===== src/verilog/cep_params.svh =====
// Constants for the core event priority controller
`ifndef CEP_PARAMS_SVH
`define CEP_PARAMS_SVH

`define CEP_LEVELS 16
`define CEP_LVL_W 4
`define CEP_GEN_COUNT 9
`define CEP_ADDR_W 32
`define CEP_LVL_EMUL 4'h0
`define CEP_LVL_RESET 4'h1
`define CEP_LVL_NMI 4'h2
`define CEP_LVL_EXCEPT 4'h3
`define CEP_LVL_RSVD 4'h4
`define CEP_LVL_HWERR 4'h5
`define CEP_LVL_TIMER 4'h6
`define CEP_LVL_GEN_FIRST 4'h7
`define CEP_LATCH_RST 16'h0000
`define CEP_ALWAYS_ON 16'h000f
`define CEP_RSVD_FIELD 16'h0010
`define CEP_LOCAL_FIELD 16'h0060
`define CEP_GEN_FIELD 16'hff80
`define CEP_ADDR_RST 32'h00000000

`endif


===== src/verilog/cep_pkg.sv =====
// Types shared by the core event priority controller
package cep_pkg;
	typedef logic [3:0] cep_level_t;
	typedef logic [15:0] cep_vec_t;
	typedef logic [31:0] cep_addr_t;
	typedef struct packed {
		logic found;
		cep_level_t level;
	} cep_pick_t;
endpackage


===== src/verilog/cep_ret_store.sv =====
// Return-address store, one word per event level, registered read
`timescale 1ns/100ps
`include "cep_params.svh"
module cep_ret_store
	import cep_pkg::*;
(
	input wire logic clk_sys,
	input wire logic rst,
	input wire logic wr_en,
	input wire cep_level_t wr_idx,
	input wire cep_addr_t wr_data,
	input wire logic rd_en,
	input wire cep_level_t rd_idx,
	output cep_addr_t rd_data
);
	cep_addr_t mem [0:15];

	// Array has no reset; a level never entered returns whatever is stored
	always_ff @(posedge clk_sys) begin
		if (wr_en) begin
			mem[wr_idx] <= wr_data;
		end
	end

	always_ff @(posedge clk_sys or posedge rst) begin
		if (rst) begin
			rd_data <= `CEP_ADDR_RST;
		end else if (rd_en) begin
			rd_data <= mem[rd_idx];
		end
	end
endmodule // cep_ret_store


===== src/verilog/cep_core_event_ctrl.sv =====
// Core event priority controller: latch, mask, nest and present core events
`timescale 1ns/100ps
`include "cep_params.svh"

// Behaviour
// (RULE1) General inputs are driven directly by the system interrupt router.
// (RULE2) Nine general interrupt levels, numbered 7 through 15, besides dedicated events.
// (RULE3) Software should keep levels 14 and 15 for software-raised interrupts.
// (RULE4) Fixed priority, lower number wins: emulation 0, reset 1, NMI 2, exception 3.
// (RULE5) Level 4 has no source; hardware error is 5, core timer is 6.
// (RULE6) Each general interrupt's priority equals its index; 7 ranks highest.
// (RULE7) Each level keeps its own return address; entry pushes processor state.
// (RULE8) Latch bit sets on capture, clears on acceptance or software cancel; here cancel only clears levels whose effective enable is clear.
// (RULE9) Cleared enable bit blocks servicing while the event stays latched; here enable bits 0-3 are ignored, so levels 0-3 are always serviced.
// (RULE10) Among unmasked latched events, smallest priority number is presented.
module cep_core_event_ctrl
	import cep_pkg::*;
(
	input wire logic clk_sys,
	input wire logic rst,
	input wire logic emulation_event,
	input wire logic reset_event,
	input wire logic nmi_event,
	input wire logic exception_event,
	input wire logic hw_error_event,
	input wire logic core_timer_event,
	input wire logic [8:0] general_irq_level,
	input wire cep_vec_t event_enable_bits,
	input wire logic gen_irq_global_enable,
	input wire logic latch_cancel_valid,
	input wire cep_vec_t latch_cancel_bits,
	input wire logic event_accept,
	input wire cep_addr_t save_addr,
	input wire logic return_req,
	input wire cep_level_t return_level,
	output logic event_req,
	output cep_level_t event_level,
	output cep_vec_t event_latch_bits,
	output cep_vec_t in_service_bits,
	output logic state_push,
	output cep_addr_t return_addr,
	output logic return_valid
);
	////////////////////////////////////////////////////////////////////////////////
	// Decode helpers

	function automatic cep_pick_t pick_lowest(input cep_vec_t v);
		cep_pick_t p;
		p.found = 1'b0;
		p.level = 4'h0;
		for (int i = 15; i >= 0; i--) begin
			if (v[i]) begin
				p.found = 1'b1;
				p.level = 4'(i);
			end
		end
		return p;
	endfunction

	function automatic cep_vec_t onehot(input cep_level_t l);
		return 16'h0001 << l;
	endfunction

	////////////////////////////////////////////////////////////////////////////////
	// Sources, enables, pending

	cep_vec_t src_vec;
	cep_vec_t enable_eff;
	cep_vec_t pending;
	cep_vec_t allowed;
	cep_vec_t accept_clr;
	cep_vec_t cancel_clr;
	cep_pick_t svc_top;
	cep_pick_t win;
	logic accept_now;

	always_comb begin
		src_vec = 16'h0000;
		src_vec[`CEP_LVL_EMUL] = emulation_event; // [RULE4]
		src_vec[`CEP_LVL_RESET] = reset_event; // [RULE4]
		src_vec[`CEP_LVL_NMI] = nmi_event; // [RULE4]
		src_vec[`CEP_LVL_EXCEPT] = exception_event; // [RULE4]
		src_vec[`CEP_LVL_HWERR] = hw_error_event; // [RULE5]
		src_vec[`CEP_LVL_TIMER] = core_timer_event; // [RULE5]
		src_vec[15:7] = general_irq_level; // [RULE1] [RULE2] [RULE6]
	end

	// Levels 0-3 cannot be masked; level 4 never enables
	always_comb begin
		enable_eff = `CEP_ALWAYS_ON | (event_enable_bits & `CEP_LOCAL_FIELD); // [RULE9] [RULE5]
		if (gen_irq_global_enable) begin
			enable_eff = enable_eff | (event_enable_bits & `CEP_GEN_FIELD); // [RULE9]
		end
	end

	assign pending = event_latch_bits & enable_eff; // [RULE9]
	assign svc_top = pick_lowest(in_service_bits);

	// Only a level above the one being serviced may interrupt it
	always_comb begin
		allowed = pending;
		if (svc_top.found) begin
			allowed = pending & ~(16'hffff << svc_top.level);
		end
	end

	assign win = pick_lowest(allowed); // [RULE10]
	assign accept_now = event_accept && event_req;
	assign accept_clr = accept_now ? onehot(event_level) : 16'h0000;
	// Cancel only reaches events whose effective enable is clear (never levels 0-3), so a live event is never lost
	assign cancel_clr = latch_cancel_valid ? (latch_cancel_bits & ~enable_eff) : 16'h0000;

	////////////////////////////////////////////////////////////////////////////////
	// Latch bits

	cep_vec_t next_latch;

	// A new capture wins over a clear in the same cycle
	always_comb begin
		next_latch = ((event_latch_bits & ~(accept_clr | cancel_clr)) | src_vec); // [RULE8]
		next_latch = next_latch & ~`CEP_RSVD_FIELD; // [RULE5]
	end

	always_ff @(posedge clk_sys or posedge rst) begin
		if (rst) begin
			event_latch_bits <= `CEP_LATCH_RST;
		end else begin
			event_latch_bits <= next_latch; // [RULE8]
		end
	end

	////////////////////////////////////////////////////////////////////////////////
	// Presentation to the core

	always_ff @(posedge clk_sys or posedge rst) begin
		if (rst) begin
			event_req <= 1'b0;
			event_level <= 4'h0;
		end else begin
			// Drop for one cycle after acceptance so the stale winner is not taken twice
			event_req <= win.found && !accept_now; // [RULE10]
			event_level <= win.level; // [RULE10]
		end
	end

	////////////////////////////////////////////////////////////////////////////////
	// Nesting and return

	cep_vec_t next_service;

	always_comb begin
		next_service = in_service_bits;
		if (return_req) begin
			next_service = next_service & ~onehot(return_level);
		end
		next_service = next_service | accept_clr; // [RULE7]
	end

	always_ff @(posedge clk_sys or posedge rst) begin
		if (rst) begin
			in_service_bits <= 16'h0000;
			state_push <= 1'b0;
			return_valid <= 1'b0;
		end else begin
			in_service_bits <= next_service;
			state_push <= accept_now; // [RULE7]
			return_valid <= return_req; // [RULE7]
		end
	end

	cep_ret_store u_ret_store (
		.clk_sys(clk_sys),
		.rst(rst),
		.wr_en(accept_now),
		.wr_idx(event_level),
		.wr_data(save_addr),
		.rd_en(return_req),
		.rd_idx(return_level),
		.rd_data(return_addr)
	); // [RULE7]

	////////////////////////////////////////////////////////////////////////////////
	// Checks

	chk_rsvd_empty: assert property (@(posedge clk_sys) disable iff (rst) // [RULE5]
		!event_latch_bits[4] && !(event_req && event_level == `CEP_LVL_RSVD))
		else $error("Reserved level latched or presented");

	// An accept in flight or level 0 already in service holds the request back legally
	chk_emu_capture: assert property (@(posedge clk_sys) disable iff (rst) // [RULE4]
		emulation_event && !accept_now && !in_service_bits[0]
		|=> event_latch_bits[0]
		##1 ((event_req && event_level == `CEP_LVL_EMUL) || $past(accept_now)))
		else $error("Emulation event not captured and presented");

	chk_gen_map: assert property (@(posedge clk_sys) disable iff (rst) // [RULE6]
		general_irq_level[0] |=> event_latch_bits[7])
		else $error("General input 0 not latched at level 7");

	chk_gen_top: assert property (@(posedge clk_sys) disable iff (rst) // [RULE2]
		general_irq_level[8] |=> event_latch_bits[15])
		else $error("General input 8 not latched at level 15");

	// Judged against the raw enable ports, so a broken enable decode is caught
	chk_win_enabled: assert property (@(posedge clk_sys) disable iff (rst) // [RULE9]
		win.found |-> event_latch_bits[win.level]
		&& (win.level < `CEP_LVL_RSVD || (event_enable_bits[win.level]
		&& (win.level < `CEP_LVL_GEN_FIRST || gen_irq_global_enable))))
		else $error("Masked or unlatched event chosen");

	chk_win_lowest: assert property (@(posedge clk_sys) disable iff (rst) // [RULE10]
		win.found |-> (allowed & ~(16'hffff << win.level)) == 16'h0000)
		else $error("Winner is not the smallest priority number");

	chk_accept_clear: assert property (@(posedge clk_sys) disable iff (rst) // [RULE8]
		accept_now && !src_vec[event_level] |=> !event_latch_bits[$past(event_level)])
		else $error("Accepted event still latched");

	chk_req_drop: assert property (@(posedge clk_sys) disable iff (rst) // [RULE7]
		accept_now |=> !event_req && state_push && in_service_bits[$past(event_level)])
		else $error("Accept did not push state or drop request");

	chk_cancel_masked: assert property (@(posedge clk_sys) disable iff (rst) // [RULE8]
		latch_cancel_valid && latch_cancel_bits[9] && !event_enable_bits[9]
		&& !general_irq_level[2] |=> !event_latch_bits[9])
		else $error("Cancel of masked level 9 ignored");

	chk_return_addr: assert property (@(posedge clk_sys) disable iff (rst) // [RULE7]
		return_req |=> return_valid && (!in_service_bits[$past(return_level)]
		|| ($past(accept_now) && $past(event_level) == $past(return_level))))
		else $error("Return did not end service or give address");
endmodule // cep_core_event_ctrl


===== config.mk =====
export PLATFORM = sky130hd
export DESIGN_NAME = cep_core_event_ctrl
export DESIGN_NICKNAME = d
export VERILOG_FILES = /design/src/verilog/cep_pkg.sv /design/src/verilog/cep_ret_store.sv /design/src/verilog/cep_core_event_ctrl.sv
export VERILOG_INCLUDE_DIRS = /design/src /design/src/verilog
export SDC_FILE = /design/constraint.sdc
export NUM_CORES = 1
export LEC_CHECK = 0
export BUFFER_PORTS_ARGS = -buffer_cell sky130_fd_sc_hd__buf_2
export CAP_MARGIN = 20
export CORE_MARGIN = 4
export CORE_UTILIZATION = 54
export DETAILED_ROUTE_END_ITERATION = 8
export PLACE_DENSITY_LB_ADDON = 0.15
export SETUP_SLACK_MARGIN = 0.4
export SYNTH_ARGS = -nofsm -noshare
export SYNTH_HDL_FRONTEND = slang
export SYNTH_HIERARCHICAL = 1
export SYNTH_SLANG_ARGS = --single-unit

===== constraint.sdc =====
create_clock -name clk_sys -period 3.6 [get_ports clk_sys]
set_clock_uncertainty 0.2 [all_clocks]
set_input_delay 0.18 -clock clk_sys [delete_from_list [all_inputs] [get_ports clk_sys]]
set_output_delay 0.18 -clock clk_sys [all_outputs]
set_load 0.05 [all_outputs]

# After elaboration in Yosys (flattened, before gate mapping)
# Memories as Yosys holds them, arrays and structs flattened. A register that Yosys moved wholly into a read port is not among the register bits.
# Index checks and enable logic that the tools add are counted.
# word_totals
reg_bits	38
ramBits	512
output_inout_bits	71
word_cells	65
memories	1
# memory_table
name	depth	width	read_ports	rd_ports_with_merged_regs	write_ports	line	source
u_ret_store.mem	16	32	1	1	1	cep_ret_store.sv:16	cep_addr_t mem [0:15];
# classes
n_shift	3
n_mux	39
n_bitwise	13
n_reduce_logical	3
# ops
operator	n
$mux 5	32
$and 16x16->16	5
$mux 16	5
$not 16->16	4
$or 16x16->16	3
$shl 1x4->16 const A	2
$or 7x16->16	1
$shl 16x4->16 const A	1
$logic_and 1x1->1	2
$mux 1	2
$logic_not 1->1	1

# Longest topological paths before layout
# depth
depth_word	37
ltp_mapped	7

# Cells and area by module
# The synthesis kept the hierarchy.
# modules_own_cells
module	n_inst	cells_per_inst	area_each_um2
cep_ret_store	1	877	20724.9
cep_core_event_ctrl	1	241	2087.0

# Worst setup path after synthesis
# Ideal clock, no wire load.
# synth_path
path_type	reg2reg
from	register event_req
to	memory u_ret_store/mem[0][0] in the netlist's numbering (enable)
setup_ns	0.461
arrival_time_ns	3.655
path_slack_ns	-0.716
stages_incl_launch_ff	5
n_path_buf	0
period_less_slack_ns	4.316
path_cell_list	dfrtp_1 > nand2_1 > inv_1 > or3b_2 > nor3_1
# synth_between
elab_chain_cells	3
# synth_rtl
element	line	source
from (decl)	cep_core_event_ctrl.sv:36	output logic event_req,
from (signal assigned)	cep_core_event_ctrl.sv:141	event_req <= win.found && !accept_now;
$logic_and 1x1->1	cep_core_event_ctrl.sv:108	assign accept_now = event_accept && event_req;
via accept_now	cep_core_event_ctrl.sv:75	logic accept_now;
$mux 1	cep_ret_store.sv:20	if (wr_en) begin
$mux 1 (not written as such)	cep_ret_store.sv:21	mem[wr_idx] <= wr_data;
to (decl)	cep_ret_store.sv:16	
# The timed path passes the listed nets, and every way through them passes these cells.

==> key figures <==
Clock tree
  – CTS tree: done
  – Clock-pin transition on the worst setup and hold timing paths: 0.06 ns
  – CTS Buf Count: 58
  – H-tree Lvls: 2
  – CTS sink cnt: 582
  – CTS root buffer: clkbuf_16
  – Clock tree buffer depth: 3
  – Worst skew pair latency: 0.60 ns

STA
  – Hold Fails Final Rpt: 0
  – WHS: 0.0767 ns
  – Setup ws final: 0.604 ns
  – Crit share post-route: 83.2%
  – Setup TNS: 0 ns
  – Period minus WS final: 3.00 ns
  – Max Fclk: 0.334 GHz
  – Unrepaired setup endpoints after global routing: false
  – Slew Limit Fails: 0
  – Slew HR: 38.6%
  – Slew @ Worst Pin: 0.920 ns
  – Final setup viols: 0

Yosys
  – Most frequent cell after synthesis: edfxtp_1
  – Post-synth cell types: 52
  – Combinational family with the most area after synthesis: multiplexers
  – Synth area leader: edfxtp_1
  – Adder-Cell Fraction of Synth Area: 0%
  – Post-synth EDFFs: 512
  – Syn Inst Count: 1118
  – Main synth FF type: edfxtp_1
  – Syn Area/Cell: 20.4 sq um
  – Synth Area in Simple Gates: 3.75%
  – Synth Area in Compound Gates: 5.19%
  – Fraction of registers with async set/reset: 12.0%
  – Synth top cells by count: edfxtp_1 (512), mux4_2 (128), dfrtp_1 (70)
  – Post-Synth XOR/XNOR Area: 0%
  – Top cells by area, synth: edfxtp_1 (67%), mux4_2 (13%), dfrtp_1 (7.7%)
  – Register area share after synthesis: 75.1%
  – Post-synthesis mux area share: 14.0%
  – Syn Std Cell Area: 22800 sq um
  – Synth Net Count: 1207
  – Synth top area share: 67.4%
  – Ys Warns: 6
  – Seq cells post-synth: 582

Cells and area
  – Share of cells above drive strength 1: 33.1%
  – Syn-to-layout area delta: 18.6%
  – Core Util, Final: 64.7%
  – Diodes inserted: 0
  – Layout Nets: 1471

Floorplanning
  – Die width: 214 um
  – Initial Utilization: 54.5%
  – I/O pins: 160
  – Rows: 75
  – DIE AREA: 45600 sq um
  – Core Area: 41900 sq um
  – Chip height: 214 um

Route
  – DR vias: 12200
  – Starting DRT DRC Count: 1152
  – Avg WL per Cell: 26.3 um
  – Wirelength, routed: 51700 um
  – Vias per cell: 6.20
  – DRC viols: 0
  – Number of nets still failing antenna checks after routing: 0
  – Drt pass-1 iters: 5

Placement
  – Post-place setup slack: 0.901 ns
  – Dpl hpwl: 29400 um
  – Buffers on Ports: 148
  – Routability cong.: 0.875

Power and ir drop
  – Static Leak: 0.00913 uW
  – Power per cell area: 591 nW/um^2
  – VDD IR-drop max: 0.508 mV

Flow run
  – Max-Cap Viols: 0

Global route
  – First-pass GRT wire length: 78300 um
  – Antenna violations before repair: 0
  – Vias in the first global route: 12500
  – Total track usage: 23.1%
  – Congestion Overflow GR: 0
  – Pin count of the biggest net entering global routing: 62

Min path
  – Hold EP: event_level[1]
  – Hold path cells: 5
  – Hold path start: event_enable_bits[6]
  – HP Class: input port to flip-flop

Setup path
  – Reg-to-reg critical path startpoint: in_service_bits[1]
  – Reg2reg end: event_level[0]
  – Critical path arrival: 3.26 ns
  – Flop2flop setup slack: 0.60 ns
  – Startpoint Class: flip-flop
  – CP Max Fanout: 8
  – Critical Path RT: 3.86 ns
  – Crit. End Element: flip-flop
  – Setup Crit Path Kind: flip-flop to flip-flop
  – R2R cell count: 8

Status
  – Outcome: finished, final reports clean
-- worst max-delay path, stage by stage, from the launching register on --
cell and delay, ns:
dfrtp_1 0.49, nor2_2 0.23, nand2_1 0.23, nor2_2 0.23, nand4_1 0.14, dlygate4sd3_1 0.58, o21ai_0 0.14, dlygate4sd3_1 0.56
o21ai_0 0.08
-- cells in the final DEF (no fill, tap or decap), types with 6 or more instances in the layout --
| master | instances |
|---|---|
| a221oi_1 | 8 |
| o21ai_0 | 22 |
| o22ai_1 | 25 |
| buf_4 | 26 |
| buf_12 | 14 |
| o22ai_2 | 10 |
| nor2b_1 | 6 |
| bufinv_16 | 7 |
| a31o_2 | 10 |
| buf_2 | 144 |
| clkbuf_16 | 59 |
| a21oi_1 | 10 |
| clkinv_2 | 12 |
| mux4_2 | 128 |
| clkbuf_1 | 10 |
| edfxtp_1 | 512 |
| nor2_4 | 12 |
| mux2i_1 | 32 |
| clkinv_1 | 9 |
| nand3_1 | 21 |
| nor3_1 | 6 |
| a221oi_2 | 24 |
| nand2_1 | 43 |
| and3_1 | 7 |
| dlygate4sd3_1 | 72 |
| nor2_1 | 47 |
| nand3b_1 | 6 |
| dfrtp_1 | 70 |
| nand2b_1 | 6 |
-- sequential cells by signal, indices dropped and copies added (netlist names) --
signal / cells
in_service_bits: 16
event_level: 4
state_push: 1
u_ret_store/mem: 512
return_valid: 1
event_req: 1
u_ret_store/rd_data: 32
event_latch_bits: 15
-- layout make-up --
class                           instances  area [sq um]
Sequential cell                       582         17100
Fill cell                            2897         14800
Multi-Input combinational cell        477          5390
Timing Repair Buffer                  258          1940
Clock buffer                           73          1570
Tap cell                              539           674
Clock inverter                         32           339
Inverter                                5          18.8
-- per-stage QoR --
step	instances	power [uW]	instance area, sq um
2_1_floorplan	1118	9330	22800
3_3_place_gp	1788	9970	24400
3_5_place_dp	1788	10000	24400
4_1_cts	1964	16100	27000
5_1_grt	1966	16600	27100
6_report	1966	16000	27100
-- power by group --
part | switching, uW | internal [uW] | total (uW)
registers | 240 | 7650 | 7890
logic | 1400 | 677 | 2070
clock network | 2470 | 3570 | 6040
-- what timing repair did --
item | CTS | global route
endpoints found under the hold margin | 626 | 8
endpoints found under the setup margin | 0 | 1
resized for setup | 0 | 2
hold buffers | 71 | 1
buffers inserted | 0 | 0
-- routing by layer --
layer	part of all wire, %	wire, um	GRT usage, %
met3	5.8	3000	3.45
met2	50	26100	38.2
met4	1.9	965	5.65
met1	42	21700	33.5
met5	0	0	0
-- how the worst max path moves through the flow --
stage,startpoint,to,slack (ns),cells after the start
floorplan,event_req,u_ret_store/mem[1][0],0.14,4
global placement,in_service_bits[1],event_level[2],0.95,7
detailed placement,in_service_bits[1],event_level[2],0.90,7
CTS,in_service_bits[1],event_level[0],0.53,8
global route,in_service_bits[1],event_level[0],0.43,8
finish,in_service_bits[1],event_level[0],0.60,8
-- cell families after synthesis --
family / after synthesis
compound gates: 135
buf+inv: 59
flops: 582
mux: 160
other cells: 1
simple gates: 181
Note: power is estimated with default switching activity, not from simulation.
